[src/hdl/somfm_pkg.sv]
// constants and types shared by the output and fault monitor
package somfm_pkg;
   localparam int NCH       = 16;
   localparam int NPORT     = 8;
   localparam int AW        = 12;
   localparam int DW        = 32;
   localparam int CW        = 16;
   localparam int NIRQ      = 5;
   localparam int DIV_W     = 24;
   localparam int CLK_HZ    = 10_000_000;
   localparam int FLASH_MS  = 250;
   localparam int FLASH_CYC = FLASH_MS * (CLK_HZ / 1000);

   localparam logic [AW-1:0] ADDR_CTRL      = 12'h000;
   localparam logic [AW-1:0] ADDR_DIR_CMD   = 12'h004;
   localparam logic [AW-1:0] ADDR_OUT_BITS  = 12'h008;
   localparam logic [AW-1:0] ADDR_STATUS    = 12'h00C;
   localparam logic [AW-1:0] ADDR_SIG_SHORT = 12'h010;
   localparam logic [AW-1:0] ADDR_PWR_SHORT = 12'h014;
   localparam logic [AW-1:0] ADDR_ACT_DIR   = 12'h018;
   localparam logic [AW-1:0] ADDR_IRQ_STAT  = 12'h01C;
   localparam logic [AW-1:0] ADDR_IRQ_MASK  = 12'h020;
   localparam logic [5:0]    CNT_BLOCK      = 6'h01;
   localparam int            CNT_BLK_LSB    = 6;
   localparam int            CNT_IDX_LSB    = 2;
   localparam int            CNT_IDX_MSB    = 5;

   localparam int CTRL_INIT_DONE = 0;
   localparam int CTRL_APPLY     = 1;
   localparam int ST_INIT_NEEDED = 0;
   localparam int ST_READY       = 1;
   localparam int ST_LOGIC_LOW   = 2;
   localparam int ST_DRIVE_LOW   = 3;
   localparam int ST_DRIVE_CRIT  = 4;
   localparam int IRQ_LOGIC_LOW  = 0;
   localparam int IRQ_DRIVE_LOW  = 1;
   localparam int IRQ_DRIVE_CRIT = 2;
   localparam int IRQ_SIG_SHORT  = 3;
   localparam int IRQ_PWR_SHORT  = 4;

   localparam logic [CW-1:0] CNT_ZERO = 16'h0000;
   localparam logic [CW-1:0] CNT_ONE  = 16'h0001;
   localparam logic [CW-1:0] CNT_MAX  = 16'hFFFF;
   localparam logic [DW-1:0] RD_ZERO  = 32'h0000_0000;

   typedef enum logic {S_INIT, S_RUN} somfm_state_t;
endpackage : somfm_pkg

[src/hdl/somfm_top.sv]
// switching-output logic with on counters and fault monitor, apb slave
//
// Function
// direction bit set in init: channel drives
// output level follows cyclic output bit
// later direction change needs apply flag
// count off-to-on transitions, 0 to 65535
// counter wraps from 65535 to zero
// counts kept on device swap, cleared power-off
// writing zero clears counter; count readable
// pulses need 10ms on and off; counter takes every edge, no minimum width
// logic supply at/below 18V: flag, red
// drive supply at/below 18V: flag, flashing
// drive supply at/below 11V: flag, steady
// drive judgement valid only with logic ok
// short circuit: limit current, keep output
// leave limit when current back below threshold
// short at 1.6A power, 3A signal
// short sets signal and power flags
// monitoring always on, no enable
// init done: clear needed, set ready
// fault flags mirror present condition
`timescale 1ns/1ns
`default_nettype none
module somfm_top #(
   parameter logic [somfm_pkg::DIV_W-1:0] FLASH_CYCLES = somfm_pkg::DIV_W'(somfm_pkg::FLASH_CYC)
) (
   input  wire logic                        clk_i,
   input  wire logic                        rst_i,
   input  wire logic                        psel_i,
   input  wire logic                        penable_i,
   input  wire logic                        pwrite_i,
   input  wire logic [somfm_pkg::AW-1:0]    paddr_i,
   input  wire logic [somfm_pkg::DW-1:0]    pwdata_i,
   output logic [somfm_pkg::DW-1:0]         prdata_o,
   output logic                             pready_o,
   output logic                             pslverr_o,
   input  wire logic                        logic_supply_le18v_i,
   input  wire logic                        drive_supply_le18v_i,
   input  wire logic                        drive_supply_le11v_i,
   input  wire logic [somfm_pkg::NCH-1:0]   signal_pins_ge3a_i,
   input  wire logic [somfm_pkg::NPORT-1:0] sensor_power_ge1p6a_i,
   output logic [somfm_pkg::NCH-1:0]        signal_pins_level_o,
   output logic [somfm_pkg::NCH-1:0]        signal_pins_drive_en_o,
   output logic [somfm_pkg::NCH-1:0]        current_limit_o,
   output logic                             logic_supply_led_red_o,
   output logic                             drive_supply_led_red_o,
   output logic                             irq_o
);
   import somfm_pkg::*;

   somfm_state_t      state_q;
   logic [NCH-1:0]    dir_cmd_q;
   logic [NCH-1:0]    out_bits_q;
   logic [NCH-1:0]    act_dir_q;
   logic [NCH-1:0]    sig_short_q;
   logic [NPORT-1:0]  pwr_short_q;
   logic [NIRQ-1:0]   irq_stat_q;
   logic [NIRQ-1:0]   irq_mask_q;
   logic [NIRQ-1:0]   irq_event;
   logic [2:0]        sup_prev_q;
   logic              logic_low;
   logic              drive_low;
   logic              drive_crit;
   logic              setup;
   logic              acc_wr;
   logic              wr_ctrl;
   logic              apply;
   logic              init_done;
   logic              hit_cnt;
   logic [3:0]        cnt_idx;
   logic [CW-1:0]     count [NCH];
   logic [DW-1:0]     rdata;
   logic              rerr;
   logic              run;

   ////////////////////////////////////////////////////////////////////////////
   // apb decode
   assign setup     = psel_i & ~penable_i;
   assign acc_wr    = psel_i & penable_i & pready_o & pwrite_i;
   assign hit_cnt   = (paddr_i[AW-1:CNT_BLK_LSB] == CNT_BLOCK);
   assign cnt_idx   = paddr_i[CNT_IDX_MSB:CNT_IDX_LSB];
   assign wr_ctrl   = acc_wr && (paddr_i == ADDR_CTRL);
   assign apply     = wr_ctrl && pwdata_i[CTRL_APPLY];
   assign init_done = wr_ctrl && pwdata_i[CTRL_INIT_DONE];
   assign run       = (state_q == S_RUN);

   // zero wait: ready rises in the access cycle
   always_ff @(posedge clk_i) begin
      if (rst_i) begin
         pready_o <= 1'b0;
      end else begin
         pready_o <= setup;
      end
   end

   always_comb begin
      rdata = RD_ZERO;
      rerr  = 1'b0;
      if (hit_cnt) begin
         rdata[CW-1:0] = count[cnt_idx];
      end else begin
         case (paddr_i)
            ADDR_CTRL: begin
               rdata[CTRL_INIT_DONE] = run;
            end
            ADDR_DIR_CMD: begin
               rdata[NCH-1:0] = dir_cmd_q;
            end
            ADDR_OUT_BITS: begin
               rdata[NCH-1:0] = out_bits_q;
            end
            ADDR_STATUS: begin
               rdata[ST_INIT_NEEDED] = ~run;
               rdata[ST_READY]       = run;
               rdata[ST_LOGIC_LOW]   = logic_low;
               rdata[ST_DRIVE_LOW]   = drive_low;
               rdata[ST_DRIVE_CRIT]  = drive_crit;
            end
            ADDR_SIG_SHORT: begin
               rdata[NCH-1:0] = sig_short_q;
            end
            ADDR_PWR_SHORT: begin
               rdata[NPORT-1:0] = pwr_short_q;
            end
            ADDR_ACT_DIR: begin
               rdata[NCH-1:0] = act_dir_q;
            end
            ADDR_IRQ_STAT: begin
               rdata[NIRQ-1:0] = irq_stat_q;
            end
            ADDR_IRQ_MASK: begin
               rdata[NIRQ-1:0] = irq_mask_q;
            end
            default: begin
               rerr = 1'b1;
            end
         endcase
      end
   end

   // read data sampled in setup, shown through the access cycle
   always_ff @(posedge clk_i) begin
      if (rst_i) begin
         prdata_o  <= RD_ZERO;
         pslverr_o <= 1'b0;
      end else if (setup) begin
         prdata_o  <= pwrite_i ? RD_ZERO : rdata;
         pslverr_o <= rerr;
      end
   end

   ////////////////////////////////////////////////////////////////////////////
   // writable registers
   always_ff @(posedge clk_i) begin
      if (rst_i) begin
         dir_cmd_q  <= '0;
         out_bits_q <= '0;
         irq_mask_q <= '0;
      end else if (acc_wr) begin
         case (paddr_i)
            ADDR_DIR_CMD: begin
               dir_cmd_q <= pwdata_i[NCH-1:0];
            end
            ADDR_OUT_BITS: begin
               out_bits_q <= pwdata_i[NCH-1:0];
            end
            ADDR_IRQ_MASK: begin
               irq_mask_q <= pwdata_i[NIRQ-1:0];
            end
            default: begin
            end
         endcase
      end
   end

   ////////////////////////////////////////////////////////////////////////////
   // initial processing
   always_ff @(posedge clk_i) begin
      if (rst_i) begin
         state_q <= S_INIT;
      end else begin
         case (state_q)
            S_INIT: begin
               if (init_done) begin
                  state_q <= S_RUN;
               end
            end
            S_RUN: begin
               state_q <= S_RUN;
            end
            default: begin
               state_q <= S_INIT;
            end
         endcase
      end
   end

   // direction tracks the command in init, later only on apply
   always_ff @(posedge clk_i) begin
      if (rst_i) begin
         act_dir_q <= '0;
      end else if (!run || apply) begin
         act_dir_q <= dir_cmd_q; // see R1
      end
   end

   ////////////////////////////////////////////////////////////////////////////
   // output drive and current limit
   always_ff @(posedge clk_i) begin
      if (rst_i) begin
         signal_pins_drive_en_o <= '0;
         signal_pins_level_o    <= '0;
         current_limit_o        <= '0;
      end else begin
         signal_pins_drive_en_o <= run ? act_dir_q : '0;
         signal_pins_level_o    <= run ? (act_dir_q & out_bits_q) : '0; // see R2
         current_limit_o        <= signal_pins_ge3a_i & act_dir_q; // see R13
      end
   end

   ////////////////////////////////////////////////////////////////////////////
   // short flags mirror the comparators
   always_ff @(posedge clk_i) begin
      if (rst_i) begin
         sig_short_q <= '0;
         pwr_short_q <= '0;
      end else begin
         sig_short_q <= signal_pins_ge3a_i; // see R15 see R16 see R17
         pwr_short_q <= sensor_power_ge1p6a_i; // see R15 see R16
      end
   end

   somfm_supply_mon #(
      .FLASH_CYCLES    (FLASH_CYCLES)
   ) somfm_supply_mon_inst (
      .clk_i           (clk_i),
      .rst_i           (rst_i),
      .logic_le18v_i   (logic_supply_le18v_i),
      .drive_le18v_i   (drive_supply_le18v_i),
      .drive_le11v_i   (drive_supply_le11v_i),
      .logic_low_o     (logic_low),
      .drive_low_o     (drive_low),
      .drive_crit_o    (drive_crit),
      .logic_led_red_o (logic_supply_led_red_o),
      .drive_led_red_o (drive_supply_led_red_o)
   );

   ////////////////////////////////////////////////////////////////////////////
   // on counters
   // a written zero clears; any other value leaves the count
   for (genvar i = 0; i < NCH; i++) begin : g_cnt
      somfm_on_counter somfm_on_counter_inst (
         .clk_i   (clk_i),
         .rst_i   (rst_i),
         .level_i (signal_pins_level_o[i]),
         .clr_i   (acc_wr && hit_cnt && (cnt_idx == 4'(i)) && (pwdata_i[CW-1:0] == CNT_ZERO)),
         .count_o (count[i])
      );
   end

   ////////////////////////////////////////////////////////////////////////////
   // interrupts: sticky, write one to clear, set wins
   // events are rises of a flag against its registered copy
   always_comb begin
      irq_event                 = '0;
      irq_event[IRQ_LOGIC_LOW]  = logic_low & ~sup_prev_q[0];
      irq_event[IRQ_DRIVE_LOW]  = drive_low & ~sup_prev_q[1];
      irq_event[IRQ_DRIVE_CRIT] = drive_crit & ~sup_prev_q[2];
      irq_event[IRQ_SIG_SHORT]  = |(signal_pins_ge3a_i & ~sig_short_q);
      irq_event[IRQ_PWR_SHORT]  = |(sensor_power_ge1p6a_i & ~pwr_short_q);
   end

   always_ff @(posedge clk_i) begin
      if (rst_i) begin
         sup_prev_q <= '0;
         irq_stat_q <= '0;
         irq_o      <= 1'b0;
      end else begin
         sup_prev_q <= {drive_crit, drive_low, logic_low};
         if (acc_wr && (paddr_i == ADDR_IRQ_STAT)) begin
            irq_stat_q <= (irq_stat_q & ~pwdata_i[NIRQ-1:0]) | irq_event;
         end else begin
            irq_stat_q <= irq_stat_q | irq_event;
         end
         irq_o <= |(irq_stat_q & irq_mask_q);
      end
   end
endmodule : somfm_top
`default_nettype wire

[src/hdl/somfm_on_counter.sv]
// per-channel wrapping count of output off-to-on transitions
`timescale 1ns/1ns
`default_nettype none
module somfm_on_counter (
   input  wire logic                   clk_i,
   input  wire logic                   rst_i,
   input  wire logic                   level_i,
   input  wire logic                   clr_i,
   output logic [somfm_pkg::CW-1:0]    count_o
);
   import somfm_pkg::*;

   logic          prev_q;
   logic          rise;
   logic [CW-1:0] count_q;

   assign rise    = level_i & ~prev_q;
   assign count_o = count_q;

   always_ff @(posedge clk_i) begin
      if (rst_i) begin
         prev_q <= 1'b0;
      end else begin
         prev_q <= level_i;
      end
   end

   // reset or a written zero clears; a clear and an edge together leave one
   always_ff @(posedge clk_i) begin
      if (rst_i) begin
         count_q <= CNT_ZERO;
      end else if (clr_i) begin
         count_q <= rise ? CNT_ONE : CNT_ZERO;
      end else if (rise) begin
         count_q <= (count_q == CNT_MAX) ? CNT_ZERO : count_q + CNT_ONE; // see R4
      end
   end
endmodule : somfm_on_counter
`default_nettype wire

[src/hdl/somfm_supply_mon.sv]
// supply undervoltage flags and indicator drive
`timescale 1ns/1ns
`default_nettype none
module somfm_supply_mon #(
   parameter logic [somfm_pkg::DIV_W-1:0] FLASH_CYCLES = somfm_pkg::DIV_W'(somfm_pkg::FLASH_CYC)
) (
   input  wire logic clk_i,
   input  wire logic rst_i,
   input  wire logic logic_le18v_i,
   input  wire logic drive_le18v_i,
   input  wire logic drive_le11v_i,
   output logic      logic_low_o,
   output logic      drive_low_o,
   output logic      drive_crit_o,
   output logic      logic_led_red_o,
   output logic      drive_led_red_o
);
   import somfm_pkg::*;

   logic [DIV_W-1:0] div_q;
   logic             blink_q;
   logic             tick;

   assign tick = (div_q == FLASH_CYCLES - DIV_W'(1));

   // flash rate divider
   always_ff @(posedge clk_i) begin
      if (rst_i) begin
         div_q   <= '0;
         blink_q <= 1'b0;
      end else if (tick) begin
         div_q   <= '0;
         blink_q <= ~blink_q;
      end else begin
         div_q   <= div_q + DIV_W'(1);
      end
   end

   // always active; drive judgement only with a healthy logic supply
   always_ff @(posedge clk_i) begin
      if (rst_i) begin
         logic_low_o     <= 1'b0;
         drive_low_o     <= 1'b0;
         drive_crit_o    <= 1'b0;
         logic_led_red_o <= 1'b0;
         drive_led_red_o <= 1'b0;
      end else begin
         logic_low_o     <= logic_le18v_i; // see R9 see R17
         drive_low_o     <= drive_le18v_i & ~logic_le18v_i; // see R10
         drive_crit_o    <= drive_le11v_i & ~logic_le18v_i; // see R11
         logic_led_red_o <= logic_le18v_i;
         drive_led_red_o <= ~logic_le18v_i & (drive_le11v_i | (drive_le18v_i & blink_q)); // see R10
      end
   end
endmodule : somfm_supply_mon
`default_nettype wire

[config.mk]
export PLATFORM = sky130hd
export DESIGN_NAME = somfm_top
export DESIGN_NICKNAME = d
export VERILOG_FILES = /design/src/hdl/somfm_pkg.sv /design/src/hdl/somfm_top.sv /design/src/hdl/somfm_on_counter.sv /design/src/hdl/somfm_supply_mon.sv
export SDC_FILE = /design/constraint.sdc
export NUM_CORES = 1
export LEC_CHECK = 0
export BUFFER_PORTS_ARGS = -buffer_cell sky130_fd_sc_hd__buf_2
export CAP_MARGIN = 20
export CORE_AREA = 2 2 281 283
export CTS_CLUSTER_DIAMETER = 50
export DETAILED_ROUTE_END_ITERATION = 7
export DIE_AREA = 0 0 283 285
export SLEW_MARGIN = 20
export SYNTH_ARGS = -nofsm -noshare
export SYNTH_HDL_FRONTEND = slang
export SYNTH_HIERARCHICAL = 1
export SYNTH_SLANG_ARGS = --single-unit
[constraint.sdc]
create_clock -name clk_i -period 3.78 [get_ports clk_i]
set_clock_uncertainty 0.15 [all_clocks]
set_input_delay 0.567 -clock clk_i [delete_from_list [all_inputs] [get_ports clk_i]]
set_output_delay 0.567 -clock clk_i [all_outputs]
set_load 0.05 [all_outputs]
==> impl_results.md, run 1 <==
* Status: complete, no violations
* Metal1 wirelength at 33400 µm
* Worst EP required at 4.13 ns
* Total GRT Usage at 17.2%
* Synthesis-stage register bit count at 454
* Post-synthesis sequential area ratio at 39.4%
* Cts bufs inserted at 53
* Fmax at 349 MHz
* Worst min-delay path class: in2reg
* Leak pwr at 9.22 nW
* # IOs at 161
* Top sig layer: met4
* Max IR drop VDD at 317 µV
* Core ar. at 78000 µm²
* WP data arrival at 3.21 ns
* Chip Width at 283 µm
* H-tree levels at 2
* Final setup viols at 0
* Hpwl dp at 53800 µm
* Fin nets at 2776
* DR iter-0 viols at 1851
* Initial core utilization at 29.6%
* Area grow syn2layout at 15.6%
* Layout cells sized above 1 at 15.5%
* Max-Cap Viols at 0
* Worst Setup End Kind: flop
* Post-CTS resize count at 0
* Final hold slack at 0.0251 ns
* Distinct cells, synth at 72
* CTS clk-pin slew, worst paths at 0.06 ns
* Synthesis Warnings at 6
* Largest net degree at the start of global routing at 71
* Max-slew violations at 0
* CP Max Fanout at 12
* Total power draw at 10.7 mW
* # DRC at 0
* 1st-pass router iterations at 8
* Cell Area, Synth at 23000 µm²
* Vias in the first global route at 18.3k
* Via density at 5.35
* Clock Latency Late Sink at 0.63 ns
* Yosys top cell by area: dfxtp_1
* TritonCTS clock tree: yes
* Routed wl met2 at 31600 µm
* Antenna Nets Post-Route at 0
* Worst-margin pin slew at 1.12 ns
* Crit start category: flop
* RSZ-0062 raised after global routing: false
* Hold Vio Cnt, Final at 0
* Buffers on Ports at 128
* Top_reg_cell synth: dfxtp_1
* Kind of critical path: reg2reg
* Post-route design area at 26600 µm²
* Slew margin rel. at 24.6%
* GPL Wtd Cong at 0.892
* EDFF count, synth at 0
* Initial antenna violation count at 5
* Die Ht at 285 µm
* Drt wl/cell at 19.1 µm
* Gr ovfl total at 0
* Root buffer cell: clkbuf_16
* Final TNS setup at 0 ns
* First-pass GRT wire length at 111000 µm
* Post-layout min period at 2.86 ns
* Routed WL at 72300 µm
* Post-synth top area share at 39.4%
* DR WL met3 at 5240 µm
* Rows at 103
* Period Utilization, post-route at 75.7%
* P per Cell Area at 401 nW/µm²
* Dpl cell area at 24700 µm²
* Syn avg cell area at 8.98 µm²
* Die ar. at 80700 µm²
* Total number of vias at 20.2k
* Mapped Cells at 2567
* Max clock buf depth at 3
* Main area contributors after synthesis: dfxtp_1 39%, mux4_2 6.4%, nor2_1 4.4%
* Ys async rst share at 0%
* Fill count at 7992
* # clock sinks at 454
-- cell type report --
cell class | count | area (µm²) | share of cell area (%)
multi-input cells | 1944 | 13200 | 49.5
flip-flops and latches | 454 | 9090 | 34.1
clock buffers | 69 | 1490 | 5.58
well taps | 1050 | 1310 | 4.93
repair buffers | 161 | 942 | 3.54
clock inverters | 30 | 370 | 1.39
inverters | 69 | 259 | 0.972
diodes | 3 | 7.51 | 0.0282
-- stage by stage --
stage          setup slack [ns]  std cells  utilization [%]
2_1_floorplan             0.825       2582                -
3_3_place_gp              0.414       3671             31.7
3_5_place_dp              0.405       3671             31.7
4_1_cts                   0.933       3775             34.1
5_1_grt                   0.747       3778             34.2
6_report                  0.919       3780             34.2
-- critical path, cell delays in order (launching register included) --
cell	delay (ns)
dfxtp_1	0.44
and4_1	0.41
and2_1	0.27
nand3_1	0.19
nor2_1	0.49
or2_2	0.35
o21bai_1	0.32
nor2_1	0.11
-- final timing paths --
path	from	to	slack, ns	depth (start not counted)
worst max-delay path	pready_o	g_cnt[15].somfm_on_counter_inst/count_o[3]	0.92	7
worst min-delay path	sensor_power_ge1p6a_i[7]	pwr_short_q[7]	0.03	3
worst max register to register	pready_o	g_cnt[15].somfm_on_counter_inst/count_o[3]	0.92	7
worst min register to register	prdata_o[2]	prdata_o[2]	0.31	2
-- registers in the layout, indices dropped and copies added, names as in the netlist, 3 cells and up --
register and count:
act_dir_q 16, irq_stat_q 5, sup_prev_q 3, signal_pins_level_o 16, pwr_short_q 8, dir_cmd_q 16
prdata_o 16, irq_mask_q 5, signal_pins_drive_en_o 16, g_cnt.somfm_on_counter_inst/prev_q 16, sig_short_q 16, out_bits_q 16
g_cnt.somfm_on_counter_inst/count_o 256, somfm_supply_mon_inst/div_q 24, current_limit_o 16
-- cells in the final DEF (no fill, tap or decap), types with 21 or more instances in the layout --
| cell type | Yosys | routed |
|---|---|---|
| nor3_1 | 102 | 102 |
| buf_2 | 20 | 126 |
| clkbuf_16 | 0 | 53 |
| mux4_2 | 65 | 65 |
| a211oi_1 | 56 | 56 |
| nor2b_1 | 56 | 56 |
| o211ai_1 | 23 | 23 |
| nor2_1 | 268 | 267 |
| dfxtp_1 | 454 | 454 |
| and2_1 | 54 | 54 |
| or3_1 | 58 | 58 |
| o21ai_0 | 157 | 157 |
| a21oi_1 | 83 | 83 |
| and3_1 | 32 | 32 |
| mux2i_1 | 48 | 48 |
| mux2_2 | 29 | 29 |
| nand4_1 | 91 | 91 |
| o2111ai_1 | 32 | 32 |
| a221oi_1 | 28 | 28 |
| nor4_1 | 41 | 36 |
| xor2_1 | 84 | 84 |
| o31ai_1 | 49 | 49 |
| xnor2_1 | 57 | 57 |
| nand3_1 | 64 | 64 |
| inv_1 | 69 | 69 |
| nand2_1 | 182 | 182 |
| nand2b_1 | 52 | 52 |
| buf_4 | 23 | 24 |
| nor4_2 | 16 | 21 |
-- Yosys cell counts, drive strengths merged (57+ instances only) --
library cell  count
a21oi            83
clkbuf           59
dfxtp           454
inv              69
mux4             65
nand2           182
nand3            81
nand4            93
nor2            268
nor3            103
nor4             59
o21ai           157
or3              58
xnor2            57
xor2             84
-- power breakdown --
part	internal (mW)	switching [mW]	leakage, nW
registers	4.81	0.0237	3.66
logic	0.136	0.306	4.64
clock network	3.21	2.21	0.919
total	8.16	2.54	9.22
-- cells by family (layout without fill, tap and decap cells) --
kind of cell	count (synthesis)	count (layout)	share of synthesized area, %
multiplexers	142	142	9.85
other	1	19	0.0163
AND/OR/NAND/NOR	1123	1123	26.4
adder cells (fa/ha/maj)	17	17	0.923
flip-flops	454	454	39.4
buffers and inverters	184	329	3.77
XOR/XNOR	141	141	5.36
AO/OA/AOI/OAI	505	505	14.3
-- timing repair --
item                                   4_1_cts  5_1_grt
endpoints found under the hold margin        5        0
setup buffers                                0        0
hold buffers                                 5        0
-- layer usage --
metal	vias to the layer above	GRT usage, %
li1	9691	-
met1	9733	24.8
met2	713	25.9
met3	101	3.36
met4	0	5.36
met5	-	0
Note: power is estimated with default switching activity, not from simulation.
==> inputs of run 2 (changes only) <==
- clock period: 3.78 -> 2.9 ns (I/O delays scaled with it)
==> impl_results.md, run 2 (synthesized netlist as in run 1, its figures left out) <==
* Max IR drop VDD at 513 µV
* Cell Count Post-Placement at 3792
* Total GRT Usage at 17.6%
* Via density at 5.27
* Cts bufs inserted at 57
* Drt wl/cell at 18.8 µm
* H-tree levels at 2
* RSZ-0062 raised after global routing: false
* GPL Wtd Cong at 0.905
* DR iter-0 viols at 1655
* Gr ovfl total at 0
* Die Ht at 285 µm
* Buffers on Ports at 128
* Fmax at 362 MHz
* # DRC at 0
* Status: complete, no violations
* Hpwl dp at 55500 µm
* Worst-margin pin slew at 0.772 ns
* CTS clk-pin slew, worst paths at 0.06 ns
* Vias in the first global route at 19.3k
* Period Utilization, post-route at 95.2%
* Final WS setup at 0.138 ns
* Post-CTS setup buffers at 0
* Post-layout min period at 2.76 ns
* Routed WL at 73800 µm
* Die ar. at 80700 µm²
* Most frequent cells in the layout: 454 x dfxtp_1, 265 x nor2_1, 182 x nand2_1
* Area grow syn2layout at 21.7%
* Pre-CTS setup slack at -0.0717 ns
* Max-slew violations at 0
* Fin nets at 2931
* Max reg flops at 256
* Most common cell after layout, fill and taps aside: dfxtp_1
* # clock sinks at 454
* 1st-pass router iterations at 5
* Max clock buf depth at 3
* Final hold slack at 0.0564 ns
* Chip Width at 283 µm
* Kind of critical path: in2reg
* Core ar. at 78000 µm²
* Clock Latency Late Sink at 0.63 ns
* First-pass GRT wire length at 114000 µm
* Largest net degree at the start of global routing at 59
* Total number of vias at 20.7k
* Final setup viols at 0
* Initial core utilization at 29.6%
* Layout cells sized above 1 at 18.9%
* Fill count at 7954
* Antenna Nets Post-Route at 0
* Crit start category: input port
* Hold Vio Cnt, Final at 0
* Root buffer cell: clkbuf_16
* Worst min-delay path class: in2reg
* P per Cell Area at 511 nW/µm²
* Final cell count without fillers at 3935
* Worst EP required at 3.28 ns
* Max-Cap Viols at 0
* CP Max Fanout at 9
* # IOs at 161
* Slew margin rel. at 48.5%
* Leak pwr at 10.0 nW
* Rows at 103
* Initial antenna violation count at 4
* TritonCTS clock tree: yes
* WP data arrival at 3.14 ns
* Worst Setup End Kind: flop
[run 2: cell count changes in the layout (fill, tap and decap cells not counted), sizes merged]
cell / change
buf: +121
dlygate4sd3: +32
clkbuf: +9
clkinv: -5
clkinvlp: +3
diode: -2
inv: -2
bufinv: -1
[run 2: final timing paths]
check	from	endpoint	slack, ns	depth (start not counted)
hold / removal	pwdata_i[15]	out_bits_q[15]	0.06	4
hold reg to reg	prdata_o[2]	prdata_o[2]	0.32	2
setup / recovery	pwdata_i[6]	g_cnt[3].somfm_on_counter_inst/count_o[15]	0.14	12
setup reg to reg	pready_o	g_cnt[9].somfm_on_counter_inst/count_o[15]	0.29	8
[run 2: through the flow]
stage | utilization [%] | total power [mW] | area (µm²) | TNS, ns
5_1_grt | 36.0 | 14.8 | 28000 | 0
3_5_place_dp | 32.9 | 7.05 | 25700 | -1.83
6_report | 36.0 | 14.3 | 28100 | 0
3_3_place_gp | 32.9 | 7.05 | 25700 | -1.59
4_1_cts | 36.0 | 14.5 | 28000 | 0
2_1_floorplan | - | 6.81 | 23100 | 0
[run 2: timing repair]
item,CTS,global route
hold endpoints to repair,49,0
setup endpoints to repair,0,26
resized for setup,0,6
hold buffers,37,0
[run 2: cell type report]
class / instances / area (µm²) / share of cell area, %
multi-input combinational: 1944 / 13200 / 47.0
inverter: 69 / 259 / 0.923
sequential: 454 / 9090 / 32.4
tap: 1050 / 1310 / 4.68
antenna: 1 / 2.50 / 0.00892
clock inverter: 25 / 340 / 1.21
timing repair buffer: 312 / 2220 / 7.93
clock buffer: 80 / 1650 / 5.89
[run 2: power breakdown]
group	internal (mW)	total (mW)	switching, mW	leakage, nW
sequential	6.27	6.30	0.0312	3.66
combinational	0.256	0.668	0.412	5.39
clock	4.45	7.37	2.92	0.967
[run 2: critical path, cell delays in order]
cell           delay, ns
dlygate4sd3_1       0.55
buf_2               0.16
nor4_1              0.06
buf_4               0.13
and4_2              0.26
nand2_1             0.12
buf_4               0.15
nor2_1              0.06
buf_4               0.15
or2_2               0.38
or3_1               0.47
o31ai_2             0.22
[run 2: metal layers]
metal	vias to the layer above	track usage [%]	wire length (µm)
met3	123	3.79	5640
met2	650	27.3	32600
li1	10000	-	-
met1	9946	24.3	33400
met5	-	0	25
met4	4	5.88	2190
